==> src/sbio_map.svh <==
// offsets, field positions and timing for the bus-phase i/o unit
// assumes: included by bare name, after the package where types matter
`ifndef SBIO_MAP_SVH
`define SBIO_MAP_SVH
`define SBIO_A_CTRL0 8'h00
`define SBIO_A_OWNID 8'h04
`define SBIO_A_TEST4 8'h08
`define SBIO_A_DSP 8'h0C
`define SBIO_A_SCRIPT_POINTER_SAVE 8'h10
`define SBIO_A_CMD 8'h14
`define SBIO_A_BUS_OUTPUT_CONTROL_LATCH 8'h18
`define SBIO_A_STAT 8'h1C
`define SBIO_ROLE_REG_BIT 0
`define SBIO_LOOP_BIT 1
`define SBIO_OPC_HI 29
`define SBIO_OPC_LO 27
`define SBIO_SELATN_BIT 24
`define SBIO_DEST_HI 23
`define SBIO_DEST_LO 16
`define SBIO_ROLE_BIT 10
`define SBIO_ACK_BIT 6
`define SBIO_ATN_BIT 3
`define SBIO_OP_SEL 3'h0
`define SBIO_OP_DISC 3'h1
`define SBIO_OP_WAIT 3'h2
`define SBIO_OP_SET 3'h3
`define SBIO_OP_CLR 3'h4
`define SBIO_ST_BUSY 0
`define SBIO_ST_ILL 1
`define SBIO_ST_ALT 2
`define SBIO_ST_DONE 3
`define SBIO_CLK_NS 100
`define SBIO_BUS_FREE_NS 400
`define SBIO_ARB_NS 2400
`define SBIO_SEL_SETTLE 5'h03
`endif

==> src/sbio_pkg.sv <==
// types of the bus-phase i/o unit
// assumes: nothing
package sbio_pkg;
  typedef enum logic [2:0] {
    SBIO_S_IDLE = 3'h0,
    SBIO_S_ARBW = 3'h1,
    SBIO_S_ARB = 3'h2,
    SBIO_S_SEL = 3'h3,
    SBIO_S_WSEL = 3'h4,
    SBIO_S_WDISC = 3'h5
  } sbio_state_type;

  typedef struct packed {
    sbio_state_type st;
    logic [7:0] own_id;
    logic role_tgt;
    logic loopback;
    logic [31:0] dsp;
    logic [31:0] script_pointer_save;
    logic [31:0] cmd;
    logic bus_output_control_latch_ack;
    logic bus_output_control_latch_atn;
    logic illegal;
    logic done;
    logic alt;
    logic [4:0] arb_cnt;
    logic bsy_o;
    logic sel_o;
    logic io_o;
    logic [7:0] data_o;
    logic data_oe;
    logic drive_en;
    logic go;
    logic ack;
    logic [31:0] dat;
  } sbio_regs_type;
endpackage : sbio_pkg

==> src/sbio_io_unit.sv <==
// bus-phase i/o instruction unit with classic wishbone slave
// assumes: pins are open-collector, wired by the surroundings;
// script fetch engine reads o_fetch_addr on o_fetch_go
//
// Local design decisions: the Wishbone register port and the register offsets.
`timescale 1ns/1ps
`default_nettype none
`include "sbio_map.svh"
module sbio_io_unit (
  input wire logic i_ref_clk,
  input wire logic i_sys_rst,
  input wire logic i_wb_cyc,
  input wire logic i_wb_stb,
  input wire logic i_wb_we,
  input wire logic [7:0] i_wb_adr,
  input wire logic [3:0] i_wb_sel,
  input wire logic [31:0] i_wb_dat,
  output logic [31:0] o_wb_dat,
  output logic o_wb_ack,
  input wire logic i_bsy_in,
  input wire logic i_sel_in,
  input wire logic i_io_in,
  input wire logic [7:0] i_data_in,
  output logic o_bsy_out,
  output logic o_bsy_oe,
  output logic o_sel_out,
  output logic o_sel_oe,
  output logic o_io_out,
  output logic o_io_oe,
  output logic [7:0] o_data_out,
  output logic o_data_oe,
  output logic o_ack_out,
  output logic o_ack_oe,
  output logic o_atn_out,
  output logic o_atn_oe,
  output logic o_dir_en,
  output logic [31:0] o_fetch_addr,
  output logic o_fetch_go
);
  localparam int FREE_CYC =
    (`SBIO_BUS_FREE_NS + `SBIO_CLK_NS - 1) / `SBIO_CLK_NS;
  localparam int ARB_CYC = (`SBIO_ARB_NS + `SBIO_CLK_NS - 1) / `SBIO_CLK_NS;
  localparam logic [4:0] SEL_SETTLE = `SBIO_SEL_SETTLE;

  // ---------------------------------------------
  // helpers
  // ---------------------------------------------
  function automatic logic [31:0] merge(input logic [31:0] old,
      input logic [31:0] nw, input logic [3:0] be);
    logic [31:0] m;
    m = old;
    for (int i = 0; i < 4; i++) begin
      if (be[i]) begin
        m[i*8 +: 8] = nw[i*8 +: 8];
      end
    end
    return m;
  endfunction : merge

  function automatic logic [7:0] higher(input logic [7:0] own);
    logic [7:0] m;
    m = own - 8'h01;
    return ~(own | m);
  endfunction : higher

  function automatic logic bad_op(input logic [31:0] w, input logic tgt);
    logic [2:0] op;
    op = w[`SBIO_OPC_HI:`SBIO_OPC_LO];
    return (op > `SBIO_OP_CLR) ||
      (w[`SBIO_SELATN_BIT] && (tgt || op != `SBIO_OP_SEL));
  endfunction : bad_op

  function automatic logic [31:0] rd(input sbio_pkg::sbio_regs_type s,
      input logic [7:0] a);
    logic [31:0] v;
    v = 32'h0000_0000;
    case (a)
      `SBIO_A_CTRL0: v[`SBIO_ROLE_REG_BIT] = s.role_tgt;
      `SBIO_A_OWNID: v[7:0] = s.own_id;
      `SBIO_A_TEST4: v[`SBIO_LOOP_BIT] = s.loopback;
      `SBIO_A_DSP: v = s.dsp;
      `SBIO_A_SCRIPT_POINTER_SAVE: v = s.script_pointer_save;
      `SBIO_A_CMD: v = s.cmd;
      `SBIO_A_BUS_OUTPUT_CONTROL_LATCH: begin
        v[`SBIO_ACK_BIT] = s.bus_output_control_latch_ack;
        v[`SBIO_ATN_BIT] = s.bus_output_control_latch_atn;
      end
      `SBIO_A_STAT: begin
        v[`SBIO_ST_BUSY] = (s.st != sbio_pkg::SBIO_S_IDLE);
        v[`SBIO_ST_ILL] = s.illegal;
        v[`SBIO_ST_ALT] = s.alt;
        v[`SBIO_ST_DONE] = s.done;
      end
      default: v = 32'h0000_0000;
    endcase
    return v;
  endfunction : rd

  // ---------------------------------------------
  // pins and bus-free timing
  // ---------------------------------------------
  sbio_pkg::sbio_regs_type r;
  sbio_pkg::sbio_regs_type n;
  logic [10:0] pins_s;
  logic bsy_s;
  logic sel_s;
  logic io_s;
  logic [7:0] data_s;
  logic bus_free;
  logic hit;
  logic start;
  logic [31:0] w;
  logic [2:0] opc;
  logic tgt;
  logic bad;
  logic us;
  logic arb_end;
  logic lost;

  sbio_sync #(.W(11)) u_sync (
    .i_ref_clk(i_ref_clk),
    .i_sys_rst(i_sys_rst),
    .i_pins({i_data_in, i_io_in, i_sel_in, i_bsy_in}),
    .o_pins(pins_s)
  );
  assign bsy_s = pins_s[0];
  assign sel_s = pins_s[1];
  assign io_s = pins_s[2];
  assign data_s = pins_s[10:3];

  sbio_bus_free #(.CYCLES(FREE_CYC)) u_free (
    .i_ref_clk(i_ref_clk),
    .i_sys_rst(i_sys_rst),
    .i_idle(!bsy_s && !sel_s),
    .o_free(bus_free)
  );

  assign hit = i_wb_cyc && i_wb_stb && r.ack;
  assign w = merge(r.cmd, i_wb_dat, i_wb_sel);
  assign opc = w[`SBIO_OPC_HI:`SBIO_OPC_LO];
  assign tgt = r.role_tgt || w[`SBIO_ROLE_BIT];
  assign bad = bad_op(w, tgt);
  assign start = hit && i_wb_we && (i_wb_adr == `SBIO_A_CMD) &&
    (r.st == sbio_pkg::SBIO_S_IDLE);
  assign us = sel_s && !bsy_s && (|(data_s & r.own_id));
  assign arb_end = (r.st == sbio_pkg::SBIO_S_ARB) &&
    (r.arb_cnt == 5'(ARB_CYC));
  assign lost = |(data_s & higher(r.own_id));

  // ---------------------------------------------
  // next state
  // ---------------------------------------------
  always_comb begin
    logic fin;
    logic jmp;
    fin = 1'b0;
    jmp = 1'b0;
    n = r;
    n.go = 1'b0;
    n.ack = i_wb_cyc && i_wb_stb && !r.ack;
    if (!r.ack) begin
      n.dat = rd(r, i_wb_adr);
    end
    if (hit && i_wb_we) begin
      case (i_wb_adr)
        `SBIO_A_CTRL0: if (i_wb_sel[0]) begin
          n.role_tgt = i_wb_dat[`SBIO_ROLE_REG_BIT];
        end
        `SBIO_A_OWNID: if (i_wb_sel[0]) begin
          n.own_id = i_wb_dat[7:0];
        end
        `SBIO_A_TEST4: if (i_wb_sel[0]) begin
          n.loopback = i_wb_dat[`SBIO_LOOP_BIT];
        end
        `SBIO_A_DSP: n.dsp = merge(r.dsp, i_wb_dat, i_wb_sel);
        `SBIO_A_SCRIPT_POINTER_SAVE: n.script_pointer_save = merge(r.script_pointer_save, i_wb_dat, i_wb_sel);
        `SBIO_A_BUS_OUTPUT_CONTROL_LATCH: if (i_wb_sel[0]) begin
          n.bus_output_control_latch_ack = i_wb_dat[`SBIO_ACK_BIT];
          n.bus_output_control_latch_atn = i_wb_dat[`SBIO_ATN_BIT];
        end
        `SBIO_A_STAT: if (i_wb_sel[0]) begin
          n.illegal = r.illegal && !i_wb_dat[`SBIO_ST_ILL];
          n.alt = r.alt && !i_wb_dat[`SBIO_ST_ALT];
          n.done = r.done && !i_wb_dat[`SBIO_ST_DONE];
        end
        default: ;
      endcase
    end
    if (start) begin
      n.cmd = w;
      if (w[`SBIO_ROLE_BIT]) begin
        n.role_tgt = 1'b1;
      end
      if (bad) begin
        n.illegal = 1'b1;
      end else begin
        unique case (opc)
          `SBIO_OP_SEL: begin
            n.st = sbio_pkg::SBIO_S_ARBW;
          end
          `SBIO_OP_DISC: begin
            if (tgt) begin
              n.bsy_o = 1'b0;
              n.sel_o = 1'b0;
              n.io_o = 1'b0;
              n.data_oe = 1'b0;
              n.drive_en = 1'b0;
              n.bus_output_control_latch_ack = 1'b0;
              n.bus_output_control_latch_atn = 1'b0;
              fin = 1'b1;
            end else begin
              n.st = sbio_pkg::SBIO_S_WDISC;
            end
          end
          `SBIO_OP_WAIT: n.st = sbio_pkg::SBIO_S_WSEL;
          `SBIO_OP_SET: begin
            n.bus_output_control_latch_ack = r.bus_output_control_latch_ack || w[`SBIO_ACK_BIT];
            n.bus_output_control_latch_atn = r.bus_output_control_latch_atn || w[`SBIO_ATN_BIT];
            n.drive_en = 1'b1;
            fin = 1'b1;
          end
          `SBIO_OP_CLR: begin
            n.bus_output_control_latch_ack = r.bus_output_control_latch_ack && !w[`SBIO_ACK_BIT];
            n.bus_output_control_latch_atn = r.bus_output_control_latch_atn && !w[`SBIO_ATN_BIT];
            fin = 1'b1;
          end
          default: n.illegal = 1'b1;
        endcase
      end
    end
    unique case (r.st)
      sbio_pkg::SBIO_S_IDLE: ;
      sbio_pkg::SBIO_S_ARBW: begin
        if (us) begin
          n.role_tgt = !io_s;
          n.bsy_o = 1'b1;
          n.drive_en = 1'b1;
          jmp = 1'b1;
          fin = 1'b1;
        end else if (bus_free) begin
          n.bsy_o = 1'b1;
          n.data_o = r.own_id;
          n.data_oe = 1'b1;
          n.drive_en = 1'b1;
          n.arb_cnt = 5'h00;
          n.st = sbio_pkg::SBIO_S_ARB;
        end
      end
      sbio_pkg::SBIO_S_ARB: begin
        n.arb_cnt = r.arb_cnt + 5'h01;
        if (arb_end) begin
          n.arb_cnt = 5'h00;
          if (lost) begin
            n.bsy_o = 1'b0;
            n.data_oe = 1'b0;
            n.st = sbio_pkg::SBIO_S_ARBW;
          end else begin
            n.sel_o = 1'b1;
            n.data_o = r.own_id | r.cmd[`SBIO_DEST_HI:`SBIO_DEST_LO];
            n.io_o = r.role_tgt;
            if (!r.role_tgt && r.cmd[`SBIO_SELATN_BIT]) begin
              n.bus_output_control_latch_atn = 1'b1;
            end
            n.st = sbio_pkg::SBIO_S_SEL;
          end
        end
      end
      sbio_pkg::SBIO_S_SEL: begin
        if (r.arb_cnt != SEL_SETTLE) begin
          n.bsy_o = 1'b0;
          n.arb_cnt = r.arb_cnt + 5'h01;
        end else if (bsy_s) begin
          n.sel_o = 1'b0;
          n.data_oe = 1'b0;
          n.bsy_o = r.role_tgt;
          fin = 1'b1;
        end
      end
      sbio_pkg::SBIO_S_WSEL: begin
        if (us) begin
          n.bsy_o = 1'b1;
          n.drive_en = 1'b1;
          n.role_tgt = !io_s;
          jmp = (r.role_tgt == io_s);
          fin = 1'b1;
        end
      end
      sbio_pkg::SBIO_S_WDISC: begin
        if (bus_free) begin
          fin = 1'b1;
        end
      end
      default: n.st = sbio_pkg::SBIO_S_IDLE;
    endcase
    if (fin) begin
      n.st = sbio_pkg::SBIO_S_IDLE;
      n.done = 1'b1;
      n.go = 1'b1;
      if (jmp) begin
        n.alt = 1'b1;
        n.dsp = r.script_pointer_save;
      end
    end
  end

  always_ff @(posedge i_ref_clk) begin
    if (i_sys_rst) begin
      r <= '0;
    end else begin
      r <= n;
    end
  end

  // ---------------------------------------------
  // outputs
  // ---------------------------------------------
  assign o_wb_dat = r.dat;
  assign o_wb_ack = r.ack;
  assign o_bsy_out = r.bsy_o;
  assign o_bsy_oe = r.bsy_o;
  assign o_sel_out = r.sel_o;
  assign o_sel_oe = r.sel_o;
  assign o_io_out = r.io_o;
  assign o_io_oe = r.io_o;
  assign o_data_out = r.data_o;
  assign o_data_oe = r.data_oe;
  assign o_ack_out = r.bus_output_control_latch_ack;
  assign o_ack_oe = r.drive_en && (!r.role_tgt || r.loopback);
  assign o_atn_out = r.bus_output_control_latch_atn;
  assign o_atn_oe = r.drive_en && (!r.role_tgt || r.loopback);
  assign o_dir_en = r.drive_en;
  assign o_fetch_addr = r.dsp;
  assign o_fetch_go = r.go;
endmodule : sbio_io_unit
`default_nettype wire

==> src/sbio_sync.sv <==
// two-flop synchroniser for a vector of pin levels
// assumes: bits are independent levels, no bus coherence needed
`timescale 1ns/1ps
`default_nettype none
module sbio_sync #(
  parameter int W = 11
) (
  input wire logic i_ref_clk,
  input wire logic i_sys_rst,
  input wire logic [W-1:0] i_pins,
  output var logic [W-1:0] o_pins
);
  typedef struct packed {
    logic [W-1:0] s1;
    logic [W-1:0] s2;
  } sbio_sync_type;
  sbio_sync_type r;
  sbio_sync_type n;

  always_comb begin
    n = r;
    n.s1 = i_pins;
    n.s2 = r.s1;
  end

  always_ff @(posedge i_ref_clk) begin
    if (i_sys_rst) begin
      r <= '0;
    end else begin
      r <= n;
    end
  end

  assign o_pins = r.s2;
endmodule : sbio_sync
`default_nettype wire

==> src/sbio_bus_free.sv <==
// bus-free detector: idle level held for a minimum number of cycles
// assumes: i_idle is already synchronised to i_ref_clk
`timescale 1ns/1ps
`default_nettype none
module sbio_bus_free #(
  parameter int CYCLES = 4
) (
  input wire logic i_ref_clk,
  input wire logic i_sys_rst,
  input wire logic i_idle,
  output var logic o_free
);
  localparam int W = $clog2(CYCLES + 1);
  typedef struct packed {
    logic [W-1:0] cnt;
    logic free;
  } sbio_free_type;
  sbio_free_type r;
  sbio_free_type n;

  always_comb begin
    n = r;
    if (!i_idle) begin
      n.cnt = '0;
    end else if (r.cnt != W'(CYCLES)) begin
      n.cnt = r.cnt + W'(1);
    end
    n.free = i_idle && (n.cnt == W'(CYCLES));
  end

  always_ff @(posedge i_ref_clk) begin
    if (i_sys_rst) begin
      r <= '0;
    end else begin
      r <= n;
    end
  end

  assign o_free = r.free;
endmodule : sbio_bus_free
`default_nettype wire

==> config.mk <==
export PLATFORM = sky130hd
export DESIGN_NAME = sbio_io_unit
export DESIGN_NICKNAME = d
export VERILOG_FILES = /design/src/sbio_pkg.sv /design/src/sbio_io_unit.sv /design/src/sbio_sync.sv /design/src/sbio_bus_free.sv
export VERILOG_INCLUDE_DIRS = /design/src
export SDC_FILE = /design/constraint.sdc
export NUM_CORES = 1
export LEC_CHECK = 0
export BUFFER_PORTS_ARGS = -buffer_cell sky130_fd_sc_hd__buf_2
export CAP_MARGIN = 15
export CORE_MARGIN = 4
export CORE_UTILIZATION = 49
export DETAILED_ROUTE_END_ITERATION = 10
export PLACE_DENSITY = 0.71
export SLEW_MARGIN = 40
export SYNTH_ARGS = -nofsm -noshare
export SYNTH_HDL_FRONTEND = slang
export SYNTH_SLANG_ARGS = --single-unit
==> constraint.sdc <==
create_clock -name i_ref_clk -period 5.07 [get_ports i_ref_clk]
set_input_delay 0.507 -clock i_ref_clk [delete_from_list [all_inputs] [get_ports i_ref_clk]]
set_output_delay 0.507 -clock i_ref_clk [all_outputs]
set_load 0.01 [all_outputs]
# --- Word-level counts from Yosys, hierarchy flattened ---
# Cells that the tools add are included.
word_totals:
  elab_cells: 243
  out_inout_bits: 86
  input_bits: 60
  ff_bits: 192
op_classes:
  mux: 110
  eq_ne: 26
  n_lt_le_gt_ge: 1
  add_sub_neg: 3
  n_reduce_logical: 65
  bitwise: 5
ops:
  columns: ["op", "n"]
  rows:
  - ["2-to-1 mux 32 bit", 4]
  - ["one-hot mux 24 bit (3 select lines)", 1]
  - ["2-to-1 mux 66 bit", 1]
  - ["2-to-1 mux 8 bit", 8]
  - ["2-to-1 mux 3 bit", 16]
  - ["2-to-1 mux 1 bit", 37]
  - ["equality test 8 x 5 -> 1 bit, second input constant", 4]
  - ["2-to-1 mux 2 bit", 13]
  - ["AND reduction 3 bit", 7]
  - ["2-to-1 mux 10 bit", 2]
  - ["logical AND 1 bit", 19]
  - ["one-hot mux 1 bit (6 select lines)", 3]
  - ["one-hot mux 3 bit (3 select lines)", 2]
  - ["2-to-1 mux 17 bit", 1]
  - ["bitwise AND 8 bit", 2]
  - ["equality test 8 x 4 -> 1 bit, second input constant", 2]
  - ["OR 8 bit", 2]
  - ["one-hot mux 8 bit (2 select lines)", 1]
  - ["OR reduction 8 bit", 2]
  - ["2-to-1 mux 5 bit", 3]
  - ["one-hot mux 5 bit (3 select lines)", 1]
  - ["equality test 3 x 2 -> 1 bit, second input constant", 4]
  - ["equality test 3 bit, second input constant", 4]
  - ["2-to-1 mux 6 bit", 2]
  - ["33 further kinds", 69]

# --- Depth between registers and ports, before layout ---
# Gate-level depths: netlist of run 1.
depth:
  word_depth: 13
  mapped_depth: 10
  ltp_nobuf: 8

# --- By module ---
# From an unflattened synthesis of run 1, not the netlist that was laid out.
hier_totals:
  hier_cells: 1021
  hier_area_um2: 9153.8
modules_own_cells:
  columns: ["mod", "cells_per_inst", "seq_area_each_um2", "area_each_um2", "n_inst"]
  rows:
  - ["sbio_io_unit", 956, 3323.2, 8314.2, 1]
  - ["sbio_sync", 46, 440.4, 640.6, 1]
  - ["sbio_bus_free", 19, 80.1, 198.9, 1]

# --- Worst setup path before layout of run 1 ---
# OpenSTA, ideal clock, no wires.
synth_timing:
  path_type: "input port to flip-flop"
  startpoint: "input i_wb_sel[3]"
  endpoint: "register r[163] (netlist name)"
  path_slack_ns: 3.000
  path_stages: 6
  arrival_time_ns: 1.955
  setup_time_ns: 0.116
  n_path_buf: 1
  cell_sequence: "buf_2 mux2_1 o41ai_1 nand3_1 o211a_1 and3_1"
synth_between:
  elab_chain_len: 11
  word_cells_on_any_way: 28
  classes_between: "order compare: 1; eq/ne: 4; mux: 16; reduce/logical: 7"
synth_rtl:
  columns: ["item", "line_no", "rtl"]
  rows:
  - ["start, declared", "sbio_io_unit.sv:16", "input wire logic [3:0] i_wb_sel,"]
  - ["2-to-1 mux 6 bit (*)", "sbio_io_unit.sv:53", "if (be[i]) begin"]
  - ["parallel branches: the longest is 10 deep, another holds equality test 3 x 2 -> 1 bit", null, null]
  - ["end signal, assigned", "sbio_io_unit.sv:310", "r <= n;"]
  - ["end, declared", "sbio_io_unit.sv:102", "sbio_pkg::sbio_regs_type r;"]
# Mark *: on every way between the ends.
# A chain may end at the register's enable or synchronous reset.

# --- Worst setup path after layout of run 1 ---
layout_timing:
  startpoint: "register r (netlist bit o_wb_ack)"
  endpoint: "register r (netlist bit o_fetch_addr[3])"
layout_between:
  elab_chain_len: 9
  word_cells_on_any_way: 13
  classes_between: "mux: 9; reduce/logical: 4"
layout_rtl:
  columns: ["item", "line_no", "rtl"]
  rows:
  - ["logical AND 1 bit (*)", "sbio_io_unit.sv:138", "assign hit = i_wb_cyc && i_wb_stb && r.ack;"]
  - ["logical AND 1 bit (*)", "sbio_io_unit.sv:143, sbio_io_unit.sv:164", null]
  - ["logical AND 1 bit (2 in a row)", "sbio_io_unit.sv:143", "assign start = hit && i_wb_we && (i_wb_adr == `SBIO_A_CMD) &&"]
  - ["2-to-1 mux 1 bit", "sbio_io_unit.sv:189", "if (start) begin"]
  - ["2-to-1 mux 1 bit", "sbio_io_unit.sv:272", "end else if (bsy_s) begin"]
  - ["2-to-1 mux 1 bit", "sbio_io_unit.sv:269", "if (r.arb_cnt != SEL_SETTLE) begin"]
  - ["one-hot mux 1 bit (3 select lines)", "sbio_io_unit.sv:231", "unique case (r.st)"]
  - ["2-to-1 mux 32 bit (*)", "sbio_io_unit.sv:295", "if (fin) begin"]
# Every way passes the cells marked *; elsewhere a longest branch is shown, timed or not.

==> results.md, run 1 <==
- Synth top cells by count: 192 x dfxtp_1, 125 x nor2_1, 104 x a21oi_1, 100 x nand2_1, 77 x buf_4
- Synth async-reset ratio: 0
- Starting Density: 0.500
- Worst endpoint required time: 5.34 ns
- Area Growth Syn to Fin: 9.28%
- Util after Layout: 0.546
- Drt drc: 0
- Synthesized area per cell: 8.54 um2
- Maximum buffer depth of the clock tree: 2
- Crit path DAT: 3.14 ns
- Vias per cell: 5.82
- Hold WC Path Type: in -> reg
- Yosys cell types: 61
- Fin. max-slew vios: 0
- CP Launch Type: flip-flop
- First-pass DRT Iterations: 6
- Max Clock Freq: 348 MHz
- Final hold violations: 0
- Largest net degree at the start of global routing: 71
- Layout cell share with drive strength beyond 1: 0.180
- Reg clk slew, reported paths: 0.07 ns
- Vias post-DR: 7,649
- Synth Cell Area: 0.00898 mm2
- Worst Tran Pin Value: 0.829 ns
- Count of flip-flops with a built-in enable after synthesis: 0
- Die area: 0.0206 mm2
- Initial antenna violation count: 1
- Worst VDD drop: 0.250 mV
- Detail Route Antenna Nets: 0
- Total Wirelength: 23,800 um
- Row count: 49
- First-pass GRT wire length: 36,700 um
- Sequential fraction of the synthesis area: 0.428
- GRT Overall Usage: 0.223
- Critical path type: reg -> reg
- CTS tree: built
- Most common cell in the netlist: dfxtp_1
- Clk sinks: 192
- Total CTS buffers: 17
- Die Y: 143 um
- Crit-path max FO: 37
- Cell taking the most area after synthesis: dfxtp_1
- Number of top-level pins: 146
- GP Congestion: 0.897
- Synthesized flop and latch total: 192
- Slew HR: 0.447
- H-Tree Depth: 4
- Chip Width: 143 um
- Ant. Diodes: 0
- Gr ovfl total: 0
- Final Cycle Share: 0.566
- Placed Area: 0.00919 mm2
- Clock insertion delay at the later pin of the skew report: 0.43 ns
- Final min period: 2.87 ns
- Main synth FF type: dfxtp_1
- Clock root buffer: clkbuf_16
- Fin area: 0.00981 mm2
- Skew final: 0.0128 ns
- Port bufs: 145
- Vias in the first global route: 6,823
- Fillers: 1,634
- Layout net count: 1,139
- WL/cell: 18.1 um
- Area contributors post-synth: dfxtp_1 43%, mux2i_1 7.5%, buf_4 6.4%
- Mapped Nets: 1,115
- Setup TNS: 0 ns
- Max_cap viols: 0
- Total Power: 3.07 mW
- Iteration-0 DRC Markers: 735
- DP HPWL: 16,500 um
- Cts hold-fix bufs: 0
- LEAKAGE: 3.94 nW
- Setup repair bufs after CTS: 0
- PD cells: 313 mW/mm2
- Worst hold margin: 0.289 ns
- Synth top area share: 0.428
- Unrepaired setup endpoints after global routing: false
- Syn Inst Count: 1,051
- Status: finished clean
- Setup crit end kind: flip-flop
- Setup Viol. Count Final: 0
- Core Box Area: 0.0180 mm2
- CTS-repair resized insts: 0
- YS warnings: 0
-- metal layers --
metal	global-route usage	share of wire
met3	0.0393	0.072
met5	0	0.00055
met4	0.0907	0.027
met1	0.305	0.44
met2	0.351	0.46
-- flip-flops by register name, indices dropped and copies added, names as in the netlist --
signal         count
o_ack_out          1
o_atn_out          1
o_bsy_oe           1
o_data_oe          1
o_data_out         8
o_dir_en           1
o_fetch_addr      32
o_fetch_go         1
o_io_oe            1
o_sel_oe           1
o_wb_ack           1
o_wb_dat          32
r                 85
u_free.o_free      1
u_free.r           3
u_sync.n          11
u_sync.o_pins     11
-- power by group --
part           switching (mW)  internal, mW  leakage [nW]
Clock                   0.583         0.841         0.301
Sequential            0.00576          1.52          1.55
Combinational          0.0798        0.0405          2.08
-- cell type report --
class,instances,area (um2),area share
Inverter,11,41.3,0.00421
Timing Repair Buffer,155,807,0.0822
Clock inverter,11,176,0.0180
Sequential cell,192,3840,0.392
Multi-Input combinational cell,698,4220,0.430
Clock buffer,19,443,0.0451
Tap cell,229,287,0.0292
-- metrics by stage --
stage / cells / setup WS (ns)
final: 1315 / 2.20
after CTS: 1315 / 2.21
after detailed placement: 1285 / 2.09
after global placement: 1284 / 2.15
after floorplan: 1051 / 3.00
after global routing: 1315 / 2.05
-- worst paths after layout --
check	startpoint	end	depth (start not counted)	slack, ns
worst max-delay path	o_wb_ack$_SDFF_PP0_	o_fetch_addr[3]$_SDFF_PP0_	8	2.20
worst min-delay path	i_data_in[3]	u_sync.n[6]$_SDFF_PP0_	2	0.29
worst max register to register	o_wb_ack$_SDFF_PP0_	o_fetch_addr[3]$_SDFF_PP0_	8	2.20
worst min register to register	u_sync.n[1]$_SDFF_PP0_	u_sync.o_pins[1]$_SDFF_PP0_	1	0.44
-- critical path, stage by stage (launching register included) --
cell	delay (ns)
dfxtp_1	0.32
buf_4	0.38
and4_1	0.26
buf_4	0.20
and2_1	0.35
buf_4	0.31
and2_1	0.53
mux2i_1	0.25
a211oi_1	0.09
-- cell usage in the layout, fill, tap and decap left out, types with 6 or more instances in the layout --
cell / n
a211oi_1: 35
a21oi_1: 104
a222oi_1: 10
a22oi_1: 31
and3_1: 8
buf_2: 144
buf_4: 10
clkbuf_16: 17
dfxtp_1: 192
inv_1: 11
mux2i_1: 67
nand2_1: 100
nand2b_1: 6
nand3_1: 55
nand4_1: 9
nor2_1: 125
nor2b_1: 25
nor3_1: 10
o21a_1: 10
o21ai_0: 13
o221a_1: 8
-- cell families after synthesis --
group | share of synthesized area
compound gates | 0.184
xor+xnor | 0.00585
fa+ha+maj | 0.00557
buf+inv | 0.104
flops | 0.428
mux | 0.0822
simple gates | 0.191
(Power assumes the default switching activity.)
==> inputs of run 2 (changes only) <==
==> constraint.sdc (replaced) <==
create_clock -name i_ref_clk -period 2.94 [get_ports i_ref_clk]
set_input_delay 0.294 -clock i_ref_clk [delete_from_list [all_inputs] [get_ports i_ref_clk]]
set_output_delay 0.294 -clock i_ref_clk [all_outputs]
set_load 0.01 [all_outputs]
==> run 2 against run 1 <==
Setup slack lost 1.7 ns. Highest routed layer unchanged. Sequential cell count is the same. Critical path type unchanged. Critical endpoint is now o_data_out[7]$_SDFFE_PP0P_. Cell count grew 1.1%.
==> results.md, run 2 (same netlist as run 1, synthesis figures left out) <==
- Crit path DAT: 2.75 ns (-0.39 ns)
- PD cells: 517 mW/mm2 (+65%)
- Vias post-DR: 7,712 (+0.82%)
- Layout cell share with drive strength beyond 1: 0.188 (+0.00880)
- Setup Viol. Count Final: 0 (unchanged)
- Crit-path max FO: 10 (-73%)
- GP Congestion: 0.889 (-0.87%)
- Starting Density: 0.500 (unchanged)
- CTS-repair resized insts: 0 (unchanged)
- Vias per cell: 5.80 (-0.31%)
- Worst path slowest cell: o31ai_1
- Final Cycle Share: 0.832 (+0.266)
- Slew HR: 0.532 (+0.0843)
- Worst hold stages: 2 (unchanged)
- Most common cell after layout, fill and taps aside: dfxtp_1
- Die area: 0.0206 mm2 (unchanged)
- LEAKAGE: 3.99 nW (+1.4%)
- Setup crit end kind: flip-flop
- Reg area: 0.00384 mm2 (unchanged)
- GRT Overall Usage: 0.233 (+0.00950)
- Critical path cell sequence: nor3_1 > o21ai_1 > o31ai_1 > nand3_1 > buf_4 > o21a_1 > o221a_1
- Hold WC Path Type: in -> reg
- Number of top-level pins: 146 (unchanged)
- Iteration-0 DRC Markers: 734 (-0.14%)
- Final min period: 2.45 ns (-0.423 ns)
- Clock root buffer: clkbuf_16
- Fillers: 1,686 (+3.2%)
- RR Startpoint: r[156]$_SDFFE_PP0P_
- Worst endpoint required time: 3.25 ns (-2.09 ns)
- Total Wirelength: 24,100 um (+1.6%)
- Area Growth Syn to Fin: 10.3%
- Skew final: 0.00953 ns (-0.00327 ns)
- Detail Route Antenna Nets: 0 (unchanged)
- Status: finished clean
- Total CTS buffers: 17 (unchanged)
- Worst VDD drop: 0.430 mV (+72%)
- Row count: 49 (unchanged)
- Fin. max-slew vios: 0 (unchanged)
- Max_cap viols: 0 (unchanged)
- First-pass DRT Iterations: 8 (+2)
- Final setup margin: 0.493 ns (-1.71 ns)
- Final hold violations: 0 (unchanged)
- DP HPWL: 16,700 um (+1.8%)
- Area occupied by multi-input gates: 0.00422 mm2 (unchanged)
- WL/cell: 18.1 um (+0.41%)
- Number of flip-flops in the largest register: 85 (unchanged)
- Cts hold-fix bufs: 0 (unchanged)
- Gr ovfl total: 0 (unchanged)
- DP Worst Slack: 0.451 ns (-1.64 ns)
- Min-Delay Startpoint: i_io_in
- Reg clk slew, reported paths: 0.07 ns (about the same)
- Die Y: 143 um (unchanged)
- Port bufs: 145 (unchanged)
- Maximum buffer depth of the clock tree: 2 (unchanged)
- Clock insertion delay at the later pin of the skew report: 0.42 ns (about the same)
- Unrepaired setup endpoints after global routing: false
- Most frequent cells in the layout: 192 x dfxtp_1, 144 x buf_2, 125 x nor2_1
- Layout net count: 1,151 (+1.1%)
- Largest net degree at the start of global routing: 158 (+120%)
- Clk sinks: 192 (unchanged)
- Initial antenna violation count: 2 (+1)
- Core Box Area: 0.0180 mm2 (unchanged)
- CTS tree: built
- Vias in the first global route: 7,212 (+5.7%)
- H-Tree Depth: 4 (unchanged)
- Total Power: 5.12 mW (+67%)
- First-pass GRT wire length: 38,400 um (+4.6%)
- Setup repair bufs after CTS: 0 (unchanged)
- Worst Tran Pin Value: 0.702 ns (-0.126 ns)
- Worst path max stage delay: 0.53 ns (about the same)
- FF-to-FF path depth: 7 (-1)
- Critical Path Start: r[156]$_SDFFE_PP0P_
- Chip Width: 143 um (unchanged)
- Drt drc: 0 (unchanged)
- Critical path type: reg -> reg
- Worst hold margin: 0.0759 ns (-0.213 ns)
- CP Launch Type: flip-flop
- Setup TNS: 0 ns (unchanged)
- Max Clock Freq: 409 MHz (+17%)
- Largest register by flop count: r
==> run 2: changes by cell type in the layout (fill, tap and decap cells not counted), moves of 2 or more <==
cell / before / now
diode_2: 0 / 2
clkinv_4: 1 / 3
buf_4: 10 / 18
bufinv_16: 4 / 2
buf_12: 0 / 3
==> run 2: critical path, delay by kind of cell, from the launching register on <==
family	cells	cell delay (ns)
flip-flops	1	0.40
AND/OR/NAND/NOR	2	0.60
buffers and inverters	1	0.26
AO/OA/AOI/OAI	4	1.08
==> run 2: final timing paths <==
check	endpoint	slack, ns
min	u_sync.n[2]$_SDFF_PP0_	0.08
min reg2reg	u_sync.o_pins[7]$_SDFF_PP0_	0.43
max	o_data_out[7]$_SDFFE_PP0P_	0.49
max reg2reg	o_data_out[7]$_SDFFE_PP0P_	0.49
==> run 2: power breakdown <==
| group | internal [mW] | switching (mW) |
|---|---|---|
| Sequential | 2.62 | 0.00995 |
| Clock | 1.28 | 1.00 |
| Combinational | 0.0728 | 0.139 |
==> run 2: through the flow <==
stage / util / instance area, um2 / cells
6_report: 0.552 / 9910 / 1330
3_5_place_dp: 0.519 / 9330 / 1297
5_1_grt: 0.551 / 9900 / 1329
3_3_place_gp: 0.518 / 9300 / 1295
2_1_floorplan: - / 8980 / 1051
4_1_cts: 0.551 / 9900 / 1328
==> run 2: final cells by class <==
cell class / count / area share
clock buffer: 20 / 0.0451
sequential: 192 / 0.388
antenna: 2 / 0.000505
timing repair buffer: 167 / 0.0947
inverter: 11 / 0.00417
clock inverter: 11 / 0.0131
multi-input combinational: 698 / 0.425
tap: 229 / 0.0289
==> run 2: routing by layer <==
layer	GRT usage	part of all wire	vias to the layer above
li1	-	-	3729
met1	0.319	0.44	3626
met2	0.361	0.45	308
met3	0.0473	0.076	47
met4	0.0937	0.029	2
met5	0	0.00079	-
==> inputs of run 3 (changes only) <==
--- a/config.mk
+++ b/config.mk
@@ -6,12 +6,13 @@
 export SDC_FILE = /design/constraint.sdc
 export NUM_CORES = 1
 export LEC_CHECK = 0
+export ABC_AREA = 1
 export BUFFER_PORTS_ARGS = -buffer_cell sky130_fd_sc_hd__buf_2
 export CAP_MARGIN = 15
 export CORE_MARGIN = 4
 export CORE_UTILIZATION = 49
 export DETAILED_ROUTE_END_ITERATION = 10
-export PLACE_DENSITY = 0.71
+export PLACE_DENSITY = 0.73
 export SLEW_MARGIN = 40
 export SYNTH_ARGS = -nofsm -noshare
 export SYNTH_HDL_FRONTEND = slang
==> constraint.sdc (replaced) <==
create_clock -name i_ref_clk -period 2 [get_ports i_ref_clk]
set_input_delay 0.2 -clock i_ref_clk [delete_from_list [all_inputs] [get_ports i_ref_clk]]
set_output_delay 0.2 -clock i_ref_clk [all_outputs]
set_load 0.01 [all_outputs]
==> run 3 against run 2 <==
Setup slack worse by 0.35 ns. Area after synthesis is 5.4% higher. Clock skew hardly changed. Clock power is 56% higher. Critical endpoint is now o_fetch_addr[23]$_SDFF_PP0_. Sequential share of layout area is 2.6 points lower. Register-to-register slack worse by 0.35 ns. Cell count is 27% higher. Hold slack worse by 0.042 ns. Non-clock buffer count is 16 higher.
==> results.md, run 3 <==
- Status: finished clean
- Reg clk slew, reported paths: 0.07 ns (about the same)
- Critical Path Start: r[162]$_SDFFE_PP0P_
- Main synth FF type: dfxtp_1
- H-Tree Depth: 4 (unchanged)
- Syn Inst Count: 1,345 (+28%)
- Iteration-0 DRC Markers: 636 (-13%)
- Final min period: 1.86 ns (-0.591 ns)
- Most frequent cells in the layout: 329 x nand2_1, 192 x dfxtp_1, 144 x buf_2
- Fillers: 1,811 (+7.4%)
- Clock insertion delay at the later pin of the skew report: 0.43 ns (about the same)
- YS warnings: 0 (unchanged)
- Simple-Gate Fraction of Synth Area: 0.247 (+0.0561)
- Util after Layout: 0.564 (+0.0127)
- Total CTS buffers: 17 (unchanged)
- P_sw: 1.76 mW (+53%)
- First-pass GRT wire length: 42,500 um (+11%)
- Reg area: 0.00384 mm2 (unchanged)
- Die area: 0.0216 mm2 (+5.1%)
- WL/cell: 15.3 um (-15%)
- Synth top cells by count: 332 x nand2_1, 192 x dfxtp_1, 139 x a21oi_1, 125 x inv_1, 112 x nor2_1
- Mux cell area share after synthesis: 0 (-0.0822)
- Largest register by flop count: r
- Worst VDD drop: 0.643 mV (+50%)
- Crit path DAT: 2.22 ns (-0.53 ns)
- Maximum buffer depth of the clock tree: 2 (unchanged)
- Top Family by Delay on Critical Path: compound AO/OA/AOI/OAI gates
- Total Wirelength: 25,900 um (+7.3%)
- Final setup margin: 0.144 ns (-0.349 ns)
- RR Startpoint: r[162]$_SDFFE_PP0P_
- Worst Tran Pin Value: 0.468 ns (-0.235 ns)
- Setup TNS: 0 ns (unchanged)
- Final Cycle Share: 0.928 (+0.0956)
- Mapped Nets: 1,409 (+26%)
- Setup crit end kind: flip-flop
- Number of flip-flops in the largest register: 85 (unchanged)
- Count of flip-flops with a built-in enable after synthesis: 0 (unchanged)
- Largest family of logic cells by synthesized area: simple AND/OR/NAND/NOR gates
- Vias per cell: 5.23 (-9.9%)
- Detail Route Antenna Nets: 0 (unchanged)
- Synth async-reset ratio: 0 (unchanged)
- Min-Delay Startpoint: i_wb_dat[14]
- Chip Width: 147 um (+2.5%)
- Synthesized flop and latch total: 192 (unchanged)
- CTS tree: built
- Core Box Area: 0.0188 mm2 (+4.8%)
- Yosys cell types: 50 (-18%)
- Clock root buffer: clkbuf_16
- GRT Overall Usage: 0.240 (+0.00734)
- Worst endpoint required time: 2.36 ns (-0.89 ns)
- Critical path cell sequence: inv_1 > o21ai_0 > nor2_1 > nand2_1 > nand2_2 > nor2_4 > o21ai_2 > inv_4 > buf_12 > o21ai_0 > a21oi_1
- Ant. Diodes: 0 (-2)
- Most common cell after layout, fill and taps aside: nand2_1
- Crit path buf inv count: 3 (+2)
- Layout net count: 1,479 (+28%)
- Synth Cell Area: 0.00947 mm2 (+5.4%)
- Cell taking the most area after synthesis: dfxtp_1
- Fin. max-slew vios: 0 (unchanged)
- Synth Area in XOR/XNOR: 0.00462 (-0.00123)
- Comb power frac: 0.047 (+0.006)
- Area occupied by multi-input gates: 0.00423 mm2 (+0.33%)
- Final hold violations: 0 (unchanged)
- Slew HR: 0.688 (+0.156)
- Setup Viol. Count Final: 0 (unchanged)
- DP Worst Slack: 0.0984 ns (-0.352 ns)
- Critical path type: reg -> reg
- Adder-Cell Fraction of Synth Area: 0.00529 (-0.000288)
- Vias in the first global route: 8,322 (+15%)
- Max Clock Freq: 539 MHz (+32%)
- CP Launch Type: flip-flop
- Switching Share: 0.226 (+0.00134)
- Most common cell in the netlist: nand2_1
- Flop pwr share: 0.497 (-0.016)
- Synth Area in Compound Gates: 0.188 (+0.00413)
- Max_cap viols: 0 (unchanged)
- Port bufs: 145 (unchanged)
- Gr ovfl total: 0 (unchanged)
- Worst path max stage delay: 0.41 ns (-0.12 ns)
- LEAKAGE: 4.78 nW (+20%)
- Area Growth Syn to Fin: 12.2%
- Row count: 50 (+2.0%)
- Clk sinks: 192 (unchanged)
- First-pass DRT Iterations: 6 (-2)
- Hold WC Path Type: in -> reg
- Clock share of power: 0.456 (+0.011)
- Starting Density: 0.503 (+0.00296)
- Skew final: 0.00978 ns (+0.000254 ns)
- Unrepaired setup endpoints after global routing: false
- Setup repair bufs after CTS: 0 (unchanged)
- CP dominant cell by count: o21ai_0
- Die Y: 147 um (+2.5%)
- Vias post-DR: 8,815 (+14%)
- Sequential fraction of the synthesis area: 0.406 (-0.0221)
- Layout cell share with drive strength beyond 1: 0.186 (-0.00265)
- Total Power: 7.78 mW (+52%)
- Drt drc: 0 (unchanged)
- R2R Setup Slk: 0.14 ns (-0.35 ns)
- Worst path slowest cell: dfxtp_1
- Internal Power: 6.02 mW (+52%)
- Number of top-level pins: 146 (unchanged)
- GP Congestion: 0.924 (+3.9%)
- Area contributors post-synth: dfxtp_1 41%, nand2_1 13%, a21oi_1 7.3%
- PD cells: 732 mW/mm2 (+42%)
- Synthesized area per cell: 7.04 um2 (-18%)
- Crit-path max FO: 17 (+7)
- DP HPWL: 19,000 um (+14%)
- Initial antenna violation count: 0 (-2)
- Synth top area share: 0.406 (-0.0221)
- Largest net degree at the start of global routing: 99 (-37%)
[run 3: cell types whose count changed in the layout (fill, tap and decap cells not counted), sizes merged, moves of 8 or more]
cell,before,now
nand2,101,344
inv,14,146
o21ai,17,133
mux2i,67,0
a21oi,105,139
a211oi,35,5
a22oi,31,5
nor2b,25,0
dlygate4sd3,0,11
a222oi,10,0
nand3,55,45
and3,9,0
o211ai,1,10
o221a,8,0
[run 3: cell type report]
cell class | instances | area share
flip-flops and latches | 192 | 0.362
repair buffers | 183 | 0.100
well taps | 260 | 0.0306
clock inverters | 10 | 0.0141
inverters | 144 | 0.0518
multi-input cells | 877 | 0.398
clock buffers | 21 | 0.0433
[run 3: worst reg2reg max path, stage by stage, from the launching register on]
cell and delay, ns:
dfxtp_1 0.41, inv_1 0.09, o21ai_0 0.16, nor2_1 0.08, nand2_1 0.10, nand2_2 0.12
nor2_4 0.14, o21ai_2 0.12, inv_4 0.17, buf_12 0.17, o21ai_0 0.09, a21oi_1 0.13
[run 3: cells by family (layout without fill, tap and decap cells)]
kind of cell             Yosys count  in the layout
AO/OA/AOI/OAI                    322            322
adder cells (fa/ha/maj)            4              4
XOR/XNOR                           5              5
buffers and inverters            276            358
flip-flops                       192            192
AND/OR/NAND/NOR                  546            546
[run 3: metrics by stage]
stage               instance area [um2]  instances  hold WS, ns
detailed placement                 9880       1645        0.398
finish                            10600       1687       0.0343
global placement                   9880       1645        0.392
global route                      10600       1687       0.0436
floorplan                          9470       1345        0.307
CTS                               10600       1687       0.0291
[run 3: metal layers]
metal  wire [um]  vias up  share of wire  track usage
li1            -     4409              -            -
met1       11400     3992           0.44        0.327
met2       11700      355           0.45        0.378
met3        2010       59          0.078       0.0481
met4         746        0          0.029       0.0913
met5           0        -              0            0
[run 3: path summary, 6_finish.rpt]
check | to | cells past startpoint
worst max-delay path | o_fetch_addr[23]$_SDFF_PP0_ | 11
worst min-delay path | r[71]$_SDFFE_PP0P_ | 3
worst max register to register | o_fetch_addr[23]$_SDFF_PP0_ | 11
worst min register to register | u_sync.o_pins[8]$_SDFF_PP0_ | 2
[run 3: power by group through the flow]
| stage | registers [mW] | logic (mW) | clock network, mW |
|---|---|---|---|
| after floorplan | 3.95 | 0.204 | 0 |
| after global placement | 3.95 | 0.346 | 0 |
| after detailed placement | 3.95 | 0.349 | 0 |
| after CTS | 3.86 | 0.367 | 3.59 |
| after global routing | 3.87 | 0.412 | 3.76 |
| final | 3.86 | 0.367 | 3.55 |
[run 3: timing repair]
item,4_1_cts,5_1_grt
resized for setup,0,6
endpoints found under the setup margin,0,22
endpoints found under the hold margin,11,0
hold buffers,11,0
